<file path="src/haptic_setup_pkg.sv">
// Package for the haptic drive setup and control register bank.
// Assumes a single 100 MHz core clock and a classic Wishbone slave bus.
package haptic_setup_pkg;

  // ----------------------------------------------------------------
  // Timing
  // ----------------------------------------------------------------
  localparam int unsigned CLK_PERIOD_PS   = 10000;          // 100 MHz
  localparam int unsigned BOOT_TIME_US    = 1500;           // Boot time, 1.5 ms
  localparam int unsigned BOOT_CYCLES     = (BOOT_TIME_US * 1000000 + CLK_PERIOD_PS - 1)
                                            / CLK_PERIOD_PS;

  // ----------------------------------------------------------------
  // Register byte offsets
  // ----------------------------------------------------------------
  localparam logic [7:0] OFS_STATUS       = 8'h00;  // Boot and mode state, read only
  localparam logic [7:0] OFS_ACT_CFG      = 8'h04;  // Kind and feature enables
  localparam logic [7:0] OFS_NOM_LIMIT    = 8'h08;  // Nominal drive limit
  localparam logic [7:0] OFS_PEAK_LIMIT   = 8'h0C;  // Peak drive limit
  localparam logic [7:0] OFS_CUR_LIMIT    = 8'h10;  // Current limit code
  localparam logic [7:0] OFS_IMP_HIGH     = 8'h14;  // Impedance scale high byte
  localparam logic [7:0] OFS_IMP_LOW      = 8'h18;  // Impedance scale low byte
  localparam logic [7:0] OFS_PER_HIGH     = 8'h1C;  // Resonance period high part
  localparam logic [7:0] OFS_PER_LOW      = 8'h20;  // Resonance period low part
  localparam logic [7:0] OFS_PLAY_MODE    = 8'h24;  // Play mode select
  localparam logic [7:0] OFS_STORE_UNLOCK = 8'h28;  // Pattern store unlock
  localparam logic [7:0] OFS_STORE_START  = 8'h2C;  // Start location, read only
  localparam logic [7:0] OFS_STORE_ADDR   = 8'h30;  // Store access pointer
  localparam logic [7:0] OFS_STORE_DATA   = 8'h34;  // Store data port

  // ----------------------------------------------------------------
  // Field positions in the configuration register
  // ----------------------------------------------------------------
  localparam int unsigned BIT_KIND        = 0;  // 0 linear, 1 rotating mass
  localparam int unsigned BIT_FOLLOW_EN   = 1;  // Resonance following enable
  localparam int unsigned BIT_OVERDRV_EN  = 2;  // Overdrive assist enable
  localparam int unsigned BIT_BRAKE_EN    = 3;  // Fast braking enable
  localparam int unsigned BIT_WIDEBAND    = 4;  // Wideband drive request

  // ----------------------------------------------------------------
  // Store geometry and reset values
  // ----------------------------------------------------------------
  localparam int unsigned STORE_DEPTH     = 256;
  localparam logic [7:0]  FIRST_SLOT_LOC  = 8'h00;  // First snippet slot
  localparam logic [7:0]  RST_BYTE        = 8'h00;
  localparam logic [14:0] RST_PERIOD      = 15'h0000;
  localparam logic [15:0] RST_IMPEDANCE   = 16'h0000;

  // Wideband period bounds in 1333.32 ns units: 25 Hz and 1000 Hz
  localparam logic [14:0] WB_PERIOD_MAX   = 15'h7530;
  localparam logic [14:0] WB_PERIOD_MIN   = 15'h02EE;

  // ----------------------------------------------------------------
  // Play modes
  // ----------------------------------------------------------------
  typedef enum logic [2:0] {
    MODE_INACTIVE = 3'h0,
    MODE_DIRECT   = 3'h1,
    MODE_STREAM   = 3'h2,
    MODE_REG_PLAY = 3'h3,
    MODE_EDGE_PLAY= 3'h4
  } play_mode_type;

  // Boot sequencer states, one hot
  typedef enum logic [2:0] {
    ST_RESET    = 3'b001,
    ST_BOOT     = 3'b010,
    ST_INACTIVE = 3'b100
  } boot_state_type;

  // Drive settings presented to the output stage
  typedef struct packed {
    logic        kindRotating;
    logic        followEn;
    logic        overdriveEn;
    logic        brakeEn;
    logic        wideband;
    logic [7:0]  nominalLimit;
    logic [7:0]  peakLimit;
    logic [4:0]  currentLimitCode;
    logic [15:0] impedanceScale;
    logic [14:0] resonancePeriod;
  } drive_cfg_type;

endpackage

</file>
<file path="src/haptic_drive_setup_control.sv">
// Haptic drive setup and control register bank with pattern store.
// Assumes a classic Wishbone master on core_clk and an output stage
// that consumes the drive settings bundle.
//
// Function
// - Boot 1.5 ms then enter inactive mode
// - Kind field: 0 linear, 1 rotating mass
// - Nominal RMS limit, 8-bit, 23.4 mV steps
// - Peak limit, 8-bit, 23.4 mV steps
// - Current limit code is 5 bits wide
// - Period 15 bits: high part, 7-bit low
// - Rotating mass: period sets sensing rate
// - Independent enables for three drive features
// - Assist applies overdrive on level changes
// - Braking drives full reverse, phase or voltage
// - Wideband only in three playback modes
// - Wideband accepts 25 Hz to 1000 Hz
// - Direct mode adopts newly written period
// - Store writes refused while locked
// - Readable start location of first slot
// - Store starts empty, rewritable when unlocked and inactive after boot
// - Mode zero means inactive low power
`timescale 1ns/10ps

module haptic_drive_setup_control (
  input  wire logic                          core_clk,
  input  wire logic                          rst_n,
  // Wishbone slave
  input  wire logic                          wb_cyc_i,
  input  wire logic                          wb_stb_i,
  input  wire logic                          wb_we_i,
  input  wire logic [7:0]                    wb_adr_i,
  input  wire logic [3:0]                    wb_sel_i,
  input  wire logic [31:0]                   wb_dat_i,
  output logic      [31:0]                   wb_dat_o,
  output logic                               wb_ack_o,
  // Drive side
  output haptic_setup_pkg::drive_cfg_type    driveCfg,
  output logic                               bootDone,
  output logic                               lowPower,
  output logic                               assistActive,
  output logic                               brakeReverse,
  output logic                               sensingRateMode,
  output logic                               widebandActive
);

  // ----------------------------------------------------------------
  // Bus decode
  // ----------------------------------------------------------------
  logic        req;        // New request this cycle
  logic        wrReq;      // Write request with low lane
  logic        storeOpen;  // Store writes allowed now
  logic        storeWe;    // Accepted store data write
  assign req   = wb_cyc_i && wb_stb_i && !wb_ack_o;
  assign wrReq = req && wb_we_i && wb_sel_i[0];

  // ----------------------------------------------------------------
  // Boot sequencer
  // ----------------------------------------------------------------
  haptic_setup_pkg::boot_state_type bootState_r, bootState_nxt;
  logic [17:0] bootCnt_r, bootCnt_nxt;   // Boot time counter

  // Next boot state
  always_comb begin
    bootState_nxt = bootState_r;
    bootCnt_nxt   = bootCnt_r;
    unique case (bootState_r)
      haptic_setup_pkg::ST_RESET: begin
        bootState_nxt = haptic_setup_pkg::ST_BOOT;
        bootCnt_nxt   = 18'h0_0000;
      end
      haptic_setup_pkg::ST_BOOT: begin
        // Count out the full boot time
        if (bootCnt_r == 18'(haptic_setup_pkg::BOOT_CYCLES - 1))
          bootState_nxt = haptic_setup_pkg::ST_INACTIVE;
        else
          bootCnt_nxt = bootCnt_r + 18'h0_0001;
      end
      haptic_setup_pkg::ST_INACTIVE: bootState_nxt = haptic_setup_pkg::ST_INACTIVE;
      default: bootState_nxt = haptic_setup_pkg::ST_RESET;
    endcase
  end

  // Boot state registers
  always_ff @(posedge core_clk) begin
    if (!rst_n) begin
      bootState_r <= haptic_setup_pkg::ST_RESET;
      bootCnt_r   <= 18'h0_0000;
    end else begin
      bootState_r <= bootState_nxt;
      bootCnt_r   <= bootCnt_nxt;
    end
  end

  logic booted;   // Boot finished
  assign booted = (bootState_r == haptic_setup_pkg::ST_INACTIVE);

  // ----------------------------------------------------------------
  // Settings registers
  // ----------------------------------------------------------------
  logic [4:0]  actCfg_r, actCfg_nxt;          // Kind and enables
  logic [7:0]  nomLimit_r, nomLimit_nxt;      // Nominal limit
  logic [7:0]  peakLimit_r, peakLimit_nxt;    // Peak limit
  logic [4:0]  curLimit_r, curLimit_nxt;      // Current limit code
  logic [7:0]  impHigh_r, impHigh_nxt;        // Staged high byte
  logic [7:0]  impLow_r, impLow_nxt;          // Staged low byte
  logic [1:0]  impSeen_r, impSeen_nxt;        // Bytes written
  logic [15:0] impedance_r, impedance_nxt;    // Committed scale
  logic [7:0]  perHigh_r, perHigh_nxt;        // Staged high part
  logic [6:0]  perLow_r, perLow_nxt;          // Staged low part
  logic [1:0]  perSeen_r, perSeen_nxt;        // Parts written
  logic [14:0] period_r, period_nxt;          // Committed period
  logic [2:0]  playMode_r, playMode_nxt;      // Play mode select
  logic        unlock_r, unlock_nxt;          // Store unlock
  logic [7:0]  storeAddr_r, storeAddr_nxt;    // Store pointer

  // Decode helper for write hits
  function automatic logic hit(input logic [7:0] adr, input logic [7:0] ofs);
    hit = (adr == ofs);
  endfunction

  // Next settings values
  always_comb begin
    actCfg_nxt    = actCfg_r;
    nomLimit_nxt  = nomLimit_r;
    peakLimit_nxt = peakLimit_r;
    curLimit_nxt  = curLimit_r;
    impHigh_nxt   = impHigh_r;
    impLow_nxt    = impLow_r;
    impSeen_nxt   = impSeen_r;
    impedance_nxt = impedance_r;
    perHigh_nxt   = perHigh_r;
    perLow_nxt    = perLow_r;
    perSeen_nxt   = perSeen_r;
    period_nxt    = period_r;
    playMode_nxt  = playMode_r;
    unlock_nxt    = unlock_r;
    storeAddr_nxt = storeAddr_r;
    if (wrReq) begin
      // Kind and three independent enables
      if (hit(wb_adr_i, haptic_setup_pkg::OFS_ACT_CFG))    actCfg_nxt = wb_dat_i[4:0];
      // Voltage limit codes
      if (hit(wb_adr_i, haptic_setup_pkg::OFS_NOM_LIMIT))  nomLimit_nxt = wb_dat_i[7:0];
      if (hit(wb_adr_i, haptic_setup_pkg::OFS_PEAK_LIMIT)) peakLimit_nxt = wb_dat_i[7:0];
      // Five-bit current code
      if (hit(wb_adr_i, haptic_setup_pkg::OFS_CUR_LIMIT))  curLimit_nxt = wb_dat_i[4:0];
      // Impedance scale bytes staged
      if (hit(wb_adr_i, haptic_setup_pkg::OFS_IMP_HIGH)) begin
        impHigh_nxt    = wb_dat_i[7:0];
        impSeen_nxt[1] = 1'b1;
      end
      if (hit(wb_adr_i, haptic_setup_pkg::OFS_IMP_LOW)) begin
        impLow_nxt     = wb_dat_i[7:0];
        impSeen_nxt[0] = 1'b1;
      end
      // Period parts staged, low part 7 bits
      if (hit(wb_adr_i, haptic_setup_pkg::OFS_PER_HIGH)) begin
        perHigh_nxt    = wb_dat_i[7:0];
        perSeen_nxt[1] = 1'b1;
      end
      if (hit(wb_adr_i, haptic_setup_pkg::OFS_PER_LOW)) begin
        perLow_nxt     = wb_dat_i[6:0];
        perSeen_nxt[0] = 1'b1;
      end
      // Mode select, zero is inactive
      if (hit(wb_adr_i, haptic_setup_pkg::OFS_PLAY_MODE))  playMode_nxt = wb_dat_i[2:0];
      if (hit(wb_adr_i, haptic_setup_pkg::OFS_STORE_UNLOCK)) unlock_nxt = wb_dat_i[0];
      if (hit(wb_adr_i, haptic_setup_pkg::OFS_STORE_ADDR)) storeAddr_nxt = wb_dat_i[7:0];
      // Data writes step the pointer when accepted
      if (storeWe) storeAddr_nxt = storeAddr_r + 8'h01;
    end
    // Commit only once both bytes are
    if (impSeen_nxt == 2'b11) begin
      impedance_nxt = {impHigh_nxt, impLow_nxt};
      impSeen_nxt   = 2'b00;
    end
    // New period adopted once complete
    if (perSeen_nxt == 2'b11) begin
      period_nxt  = {perHigh_nxt, perLow_nxt};
      perSeen_nxt = 2'b00;
    end
  end

  // Settings registers
  always_ff @(posedge core_clk) begin
    if (!rst_n) begin
      actCfg_r    <= 5'h00;
      nomLimit_r  <= haptic_setup_pkg::RST_BYTE;
      peakLimit_r <= haptic_setup_pkg::RST_BYTE;
      curLimit_r  <= 5'h00;
      impHigh_r   <= haptic_setup_pkg::RST_BYTE;
      impLow_r    <= haptic_setup_pkg::RST_BYTE;
      impSeen_r   <= 2'h0;
      impedance_r <= haptic_setup_pkg::RST_IMPEDANCE;
      perHigh_r   <= haptic_setup_pkg::RST_BYTE;
      perLow_r    <= 7'h00;
      perSeen_r   <= 2'h0;
      period_r    <= haptic_setup_pkg::RST_PERIOD;
      playMode_r  <= 3'h0;
      unlock_r    <= 1'b0;
      storeAddr_r <= haptic_setup_pkg::FIRST_SLOT_LOC;
    end else begin
      actCfg_r    <= actCfg_nxt;
      nomLimit_r  <= nomLimit_nxt;
      peakLimit_r <= peakLimit_nxt;
      curLimit_r  <= curLimit_nxt;
      impHigh_r   <= impHigh_nxt;
      impLow_r    <= impLow_nxt;
      impSeen_r   <= impSeen_nxt;
      impedance_r <= impedance_nxt;
      perHigh_r   <= perHigh_nxt;
      perLow_r    <= perLow_nxt;
      perSeen_r   <= perSeen_nxt;
      period_r    <= period_nxt;
      playMode_r  <= playMode_nxt;
      unlock_r    <= unlock_nxt;
      storeAddr_r <= storeAddr_nxt;
    end
  end

  // ----------------------------------------------------------------
  // Pattern store
  // ----------------------------------------------------------------
  // Unlocked, booted and inactive only
  assign storeOpen = unlock_r && booted &&
                     (playMode_r == haptic_setup_pkg::MODE_INACTIVE);

  logic [7:0] store_r [haptic_setup_pkg::STORE_DEPTH];   // Pattern bytes
  assign storeWe = wrReq && storeOpen &&
                   hit(wb_adr_i, haptic_setup_pkg::OFS_STORE_DATA);

  // Store contents; cleared only by power-on reset
  always_ff @(posedge core_clk) begin
    if (!rst_n) begin
      for (int i = 0; i < haptic_setup_pkg::STORE_DEPTH; i++)
        store_r[i] <= 8'h00;
    end else if (storeWe) begin
      store_r[storeAddr_r] <= wb_dat_i[7:0];
    end
  end

  // ----------------------------------------------------------------
  // Read mux and acknowledge
  // ----------------------------------------------------------------
  logic [31:0] rdData_nxt;   // Read word
  logic        ack_nxt;      // Acknowledge

  // Read data selection; unmapped reads zero
  always_comb begin
    rdData_nxt = 32'h0000_0000;
    ack_nxt    = req;
    unique case (wb_adr_i)
      haptic_setup_pkg::OFS_STATUS:       rdData_nxt = {26'h0, playMode_r, unlock_r,
                                                        playMode_r == 3'h0, booted};
      haptic_setup_pkg::OFS_ACT_CFG:      rdData_nxt = {27'h0, actCfg_r};
      haptic_setup_pkg::OFS_NOM_LIMIT:    rdData_nxt = {24'h0, nomLimit_r};
      haptic_setup_pkg::OFS_PEAK_LIMIT:   rdData_nxt = {24'h0, peakLimit_r};
      haptic_setup_pkg::OFS_CUR_LIMIT:    rdData_nxt = {27'h0, curLimit_r};
      haptic_setup_pkg::OFS_IMP_HIGH:     rdData_nxt = {24'h0, impedance_r[15:8]};
      haptic_setup_pkg::OFS_IMP_LOW:      rdData_nxt = {24'h0, impedance_r[7:0]};
      haptic_setup_pkg::OFS_PER_HIGH:     rdData_nxt = {24'h0, period_r[14:7]};
      haptic_setup_pkg::OFS_PER_LOW:      rdData_nxt = {25'h0, period_r[6:0]};
      haptic_setup_pkg::OFS_PLAY_MODE:    rdData_nxt = {29'h0, playMode_r};
      haptic_setup_pkg::OFS_STORE_UNLOCK: rdData_nxt = {31'h0, unlock_r};
      // First slot location readable
      haptic_setup_pkg::OFS_STORE_START:  rdData_nxt = {24'h0, haptic_setup_pkg::FIRST_SLOT_LOC};
      haptic_setup_pkg::OFS_STORE_ADDR:   rdData_nxt = {24'h0, storeAddr_r};
      haptic_setup_pkg::OFS_STORE_DATA:   rdData_nxt = {24'h0, store_r[storeAddr_r]};
      default:                            rdData_nxt = 32'h0000_0000;
    endcase
  end

  // ----------------------------------------------------------------
  // Drive outputs
  // ----------------------------------------------------------------
  haptic_setup_pkg::drive_cfg_type cfg_nxt;   // Bundle to register
  logic wbOk;                                  // Wideband allowed

  // Wideband in three modes and 25..1000 Hz period
  assign wbOk = actCfg_r[haptic_setup_pkg::BIT_WIDEBAND] && !actCfg_r[haptic_setup_pkg::BIT_KIND]
                && (playMode_r == haptic_setup_pkg::MODE_DIRECT
                    || playMode_r == haptic_setup_pkg::MODE_REG_PLAY
                    || playMode_r == haptic_setup_pkg::MODE_EDGE_PLAY)
                && period_r >= haptic_setup_pkg::WB_PERIOD_MIN
                && period_r <= haptic_setup_pkg::WB_PERIOD_MAX;

  // Assemble settings bundle
  always_comb begin
    cfg_nxt.kindRotating     = actCfg_r[haptic_setup_pkg::BIT_KIND];
    cfg_nxt.followEn         = actCfg_r[haptic_setup_pkg::BIT_FOLLOW_EN];
    cfg_nxt.overdriveEn      = actCfg_r[haptic_setup_pkg::BIT_OVERDRV_EN];
    cfg_nxt.brakeEn          = actCfg_r[haptic_setup_pkg::BIT_BRAKE_EN];
    cfg_nxt.wideband         = wbOk;
    cfg_nxt.nominalLimit     = nomLimit_r;
    cfg_nxt.peakLimit        = peakLimit_r;
    cfg_nxt.currentLimitCode = curLimit_r;
    cfg_nxt.impedanceScale   = impedance_r;
    cfg_nxt.resonancePeriod  = period_r;
  end

  // Output registers
  always_ff @(posedge core_clk) begin
    if (!rst_n) begin
      driveCfg        <= '0;
      bootDone        <= 1'b0;
      lowPower        <= 1'b0;
      assistActive    <= 1'b0;
      brakeReverse    <= 1'b0;
      sensingRateMode <= 1'b0;
      widebandActive  <= 1'b0;
      wb_dat_o        <= 32'h0000_0000;
      wb_ack_o        <= 1'b0;
    end else begin
      driveCfg        <= cfg_nxt;
      bootDone        <= booted;
      // Inactive after boot is lowest power
      lowPower        <= booted && (playMode_r == haptic_setup_pkg::MODE_INACTIVE);
      // Assist follows the overdrive enable
      assistActive    <= actCfg_r[haptic_setup_pkg::BIT_OVERDRV_EN];
      // Reverse drive follows the brake enable
      brakeReverse    <= actCfg_r[haptic_setup_pkg::BIT_BRAKE_EN];
      // Period means sensing rate on rotating mass
      sensingRateMode <= actCfg_r[haptic_setup_pkg::BIT_KIND];
      widebandActive  <= wbOk;
      wb_dat_o        <= rdData_nxt;
      wb_ack_o        <= ack_nxt;
    end
  end
endmodule

</file>
<file path="config.mk">
export PLATFORM = sky130hd
export DESIGN_NAME = haptic_drive_setup_control
export DESIGN_NICKNAME = d
export VERILOG_FILES = /design/src/haptic_setup_pkg.sv /design/src/haptic_drive_setup_control.sv
export SDC_FILE = /design/constraint.sdc
export NUM_CORES = 2
export LEC_CHECK = 0
export BUFFER_PORTS_ARGS = -buffer_cell sky130_fd_sc_hd__clkbuf_2
export CAP_MARGIN = 0
export CORE_UTILIZATION = 68
export CTS_CLUSTER_DIAMETER = 50
export DETAILED_ROUTE_END_ITERATION = 12
export PLACE_DENSITY_LB_ADDON = 0.05
export REMOVE_ABC_BUFFERS = 1
export SYNTH_ARGS = -nofsm -noshare
export SYNTH_HDL_FRONTEND = slang
export SYNTH_SLANG_ARGS = --single-unit
</file>
<file path="constraint.sdc">
create_clock -name core_clk -period 5.9 [get_ports core_clk]
set_input_delay 1.18 -clock core_clk [delete_from_list [all_inputs] [get_ports core_clk]]
set_output_delay 1.18 -clock core_clk [all_outputs]
set_load 0.005 [all_outputs]
</file>
-- Word level (Yosys, flattened, before mapping)
Memories as Yosys holds them, arrays and structs flattened. A register that Yosys moved wholly into a read port is not among the register bits.
Index checks and enable logic that the tools add are counted.
W data, S select, Z words.
- register bits: 217
- RAM bits: 2048
- input bits: 49
- output and inout port bits: 96
- word-level logic and storage cells: 122
- memories: 1
- add/sub/neg operators: 2
- order comparisons: 2
- eq/ne operators: 23
- multiplexer cells: 30
- bitwise gates (word level): 1
- reduce and logical (&&, ||, !) cells: 32
- memories (name ; words ; width ; read ports ; clocked after memory_dff ; wr ports ; line ; RTL):
    store_r ; 256 ; 8 ; 1 ; 1 ; 256 ; haptic_drive_setup_control.sv:228 ; logic [7:0] store_r [haptic_setup_pkg::STORE_DEPTH];
- operators with widths (operator ; number):
    $pmux W8 S13 ; 1
    $mux W8 ; 12
    $eq A8 B6 Y1 const B ; 5
    $pmux W18 S2 ; 1
    $eq A8 B5 Y1 const B ; 4
    $add A18 B1 Y18 const B ; 1
    $eq A18 B18 Y1 const B ; 1
    $mux W18 ; 1
    $eq A8 B4 Y1 const B ; 2
    $reduce_and A2 Y1 ; 8
    $ge A15 B10 Y1 const B ; 1
    $le A15 B15 Y1 const B ; 1
    $mux W7 ; 2
    $logic_and A1 B1 Y1 ; 13
    $mux W1 ; 9
    $pmux W3 S3 ; 1
    $add A8 B1 Y8 const B ; 1
    $eq A8 B3 Y1 const B ; 1
    $logic_not A8 Y1 ; 1
    $reduce_or A8 Y1 ; 1
    $eq A3 B1 Y1 const B ; 2
    $eq A3 B2 Y1 const B ; 2
    $eq A3 B3 Y1 const B ; 2
    $eq A2 B2 Y1 const B ; 2
    9 further kinds ; 15

-- Longest topological paths before layout
- depth in word-level cells: 11
- depth in mapped cells: 13
- gate-level depth less buffers: 8

-- Least setup slack after synthesis
Ideal clock, no wire load.
- path kind: input to register
- from: input port wb_adr_i[1]
- to: memory store_r[160][0] (enable)
- library setup time: 334 ps
- arrival time: 3214 ps
- data required time: 5566 ps
- setup slack: 2351 ps
- cell stages on the path: 11
- path buffers: 4
- cells stage by stage: or4b_1 buf_2 nor2_1 and3_1 buf_4 nand2_2 nor3_2 buf_2 and3_1 buf_2 nand2b_1
- RTL lines (item ; line ; RTL):
    from (decl) ; haptic_drive_setup_control.sv:32 ; input wire logic [7:0] wb_adr_i,
    to (decl) ; haptic_drive_setup_control.sv:228 ;

==> impl_metrics.tcl <==
set metrics [dict create \
    synthesis.area_per_instance_um2 13.7 \
    globalRoute.totalOverflow 0 \
    dpl.hpwl_um 182000 \
    grt_pass1_wl_um 440000 \
    grt_pass1_vias 63900 \
    period_share_pct 81.3 \
    final-seq-area_um2 65500 \
    power.static_leakage_nw 45.2 \
    cp_slowest_cell "dfxtp_4" \
    run_status "finished, final reports clean" \
    top_level_ports 145 \
    mappedNetlistArea_um2 104000 \
    antenna_found_initial 10 \
    worstSetupStartpointType "flip-flop" \
    sequentialPowerShare_pct 55.1 \
    pin_count_of_the_biggest_net_entering_global_routing 145 \
    rsz0062_at_grt "no" \
    synth-main-ff-cell "edfxtp_1" \
    clock-sinks 2249 \
    ant_nets 0 \
    share_clk_of_total_power_pct 41.4 \
    postSynth.asyncResetShare_pct 0 \
    end_kind "flip-flop" \
    initial_utilization_pct 68.6 \
    num_vias 67900 \
    max_slew_headroom_pct 7.75 \
    worst_path_most_repeated_cell "buf_4" \
    multi_input_comb_area_um2 34100 \
    setup_viol_count_final 0 \
    number_of_inserted_filler_cells_in_the_final_layout 9531 \
    worstHoldStart "impLow_r[2]" \
    synth.largest_area_cell "edfxtp_1" \
    grt.total_usage_pct 38.9 \
    row_count 143 \
    synth.lib_cells_used.distinct 82 \
    place_congestion 0.923 \
    portBuffers 93 \
    cts.repair.resized 0 \
    reg_to_reg_setup_timing_slack_ns 1.11 \
    clock-skew-final_ns 0.0246 \
    drive_gt1_share_pct 16.1 \
    max_cap_violations 0 \
    combinational_power_share_pct 3.5 \
    critPathKind "reg2reg" \
    timing.critical_path.fanout_max 42 \
    yosysMostFrequentCell "edfxtp_1" \
    hold_buffers 0 \
    netSwitchingFraction_pct 21.6 \
    synthToLayoutAreaGrowth_pct 7.79 \
    synth_warn 0 \
    drt_pre_antenna_iters 8 \
    cts_setup_buffers 0 \
    number_of_h_tree_levels 4 \
    cp.required_ns 6.55 \
    cell_pwr_density_nw_per_um2 293 \
    die-height_um 394 \
    yosys_register_bits 2249 \
    yosys-top-cells-area "edfxtp_1, and3_1, mux4_2, dfxtp_1, clkbuf_1" \
    final_max_slew_viol_count 0 \
    postSynthCellCount 7609 \
    totalWireLength_um 304000 \
    post-route-drc-count 0 \
    cells_along_the_critical_path "buf_4 -> buf_4 -> mux4_2 -> a22oi_1 -> a21oi_1 -> or4_1 -> o21ai_0 -> o21a_1 -> o41ai_2" \
    clock_tree_from_tritoncts "built" \
    holdWs_ns 0.463 \
    design.final.nets 7249 \
    post-route-min-period_ns 4.79 \
    dr.first_iter.drc_count 11100 \
    finalHoldViolCount 0 \
    clockRootBuffer "clkbuf_16" \
    synth-edff-count 2048 \
    cp.arrival_ns 5.44 \
    ctsLongestPathBuffers 3 \
    core_area_um2 152000 \
    die-width_um 394 \
    hold_class "reg2reg" \
    cts_buffers 222 \
    fmax_mhz 209 \
    netSwitchingPower_mw 7.13 \
    clk_latency_worst_skew_pair_ns 0.86 \
    viasPerCell 7.21 \
    worst_setup_hold_path_clk_slew_ns 0.06 \
    routedWlPerCell_um 32.2 \
    internal_power_mw 25.9 \
    numPlacedInstances 9001 \
    worst_slew_pin_tran_ns 1.38 \
    yosys.area.top_type_share_pct 58.9 \
    die_area_um2 155000 \
    post_layout_nonfiller_instances 9423 \
    max-vdd-ir-drop_mv 0.343 \
    critPathMaxStageDelay_ns 0.95 \
    synth_sequential_area_ratio_pct 62.8 \
    synth_top_cells_by_count "edfxtp_1, and3_1, clkbuf_1" \
]
-- metal layers --
layer	vias up	routed length (µm)	track usage (%)
met1	34000	111000	54.9
met5	-	50	0
met3	755	39200	9.21
met4	8	14600	17.4
met2	4959	139000	58.4
li1	28200	-	-
-- power groups by stage --
| stage | clock, mW | sequential (mW) | combinational [mW] |
|---|---|---|---|
| final | 13.7 | 18.2 | 1.15 |
| after global routing | 14.3 | 18.2 | 1.20 |
| after CTS | 13.7 | 18.2 | 1.14 |
| after detailed placement | 0 | 18.5 | 1.13 |
| after global placement | 0 | 18.5 | 1.11 |
| after floorplan | 0 | 18.4 | 0.558 |
-- sequential cells by signal, summed over array words and instances, names as in the netlist, 3 cells and up, named ones only --
signal       cells
playMode_r       3
store_r       2048
actCfg_r         5
curLimit_r       5
driveCfg        54
bootState_r      3
bootCnt_r       18
storeAddr_r      8
peakLimit_r      8
nomLimit_r       8
impLow_r         8
perLow_r         7
wb_dat_o         8
period_r        15
impedance_r     16
perHigh_r        8
impHigh_r        8
-- final timing paths --
path | end | cells after the start
worst min register to register | impLow_r[2] | 2
worst max register to register | wb_dat_o[0] | 9
worst min-delay path | impLow_r[2] | 2
worst max-delay path | wb_dat_o[0] | 9
-- placed cells by master, fill, tap and decap left out, types with 52 or more instances in the layout --
cell type,instances
a21oi_1,95
a22oi_1,61
and2_1,154
and3_1,1988
buf_12,70
buf_4,189
clkbuf_16,226
clkbuf_2,85
clkinv_1,52
dfxtp_1,195
edfxtp_1,2048
mux2i_1,214
mux4_2,447
nand2_1,627
nor2_1,123
o22ai_1,71
-- cell type report --
type                    instances  area share, %
diodes                         12         0.0267
clock buffers                 282           5.27
clock inverters               128          0.867
inverters                      10         0.0345
multi-input cells            4360           30.3
flip-flops and latches       2249           58.2
well taps                    2030           2.26
repair buffers                352           2.99
-- critical path, delay by kind of cell, from the launching register on --
kind / cells / cell delay, ns
AO/OA/AOI/OAI: 5 / 1.96
multiplexers: 1 / 0.37
buffers and inverters: 2 / 0.68
flip-flops: 1 / 0.95
AND/OR/NAND/NOR: 1 / 0.56
-- logic make-up (layout without fill, tap and decap cells) --
kind of cell,count (synthesis),in the layout,synth area share [%]
AOI/OAI and AO/OA,491,491,3.33
xor gates and xnor gates,13,13,0.109
adders and majority gates,5,5,0.0599
buffers and inverters,1023,772,4.81
DFF,2249,2249,62.8
muxes,673,673,11.8
other,1,36,0.00359
and+or+nand+nor,3154,3154,17.1
-- through the flow --
step / utilization [%] / TNS (ns) / setup slack [ns] / power [mW] / cell area (µm²)
global route: 73.9 / 0 / 1.12 / 33.7 / 113000
global placement: 69.4 / 0 / 1.32 / 19.6 / 106000
floorplan: - / -1313.10 / -20.88 / 19.0 / 99500
finish: 73.9 / 0 / 1.11 / 33.0 / 113000
CTS: 73.9 / 0 / 1.39 / 33.0 / 113000
detailed placement: 69.4 / 0 / 1.26 / 19.6 / 106000
No activity file was read; power rests on OpenSTA's default activity.
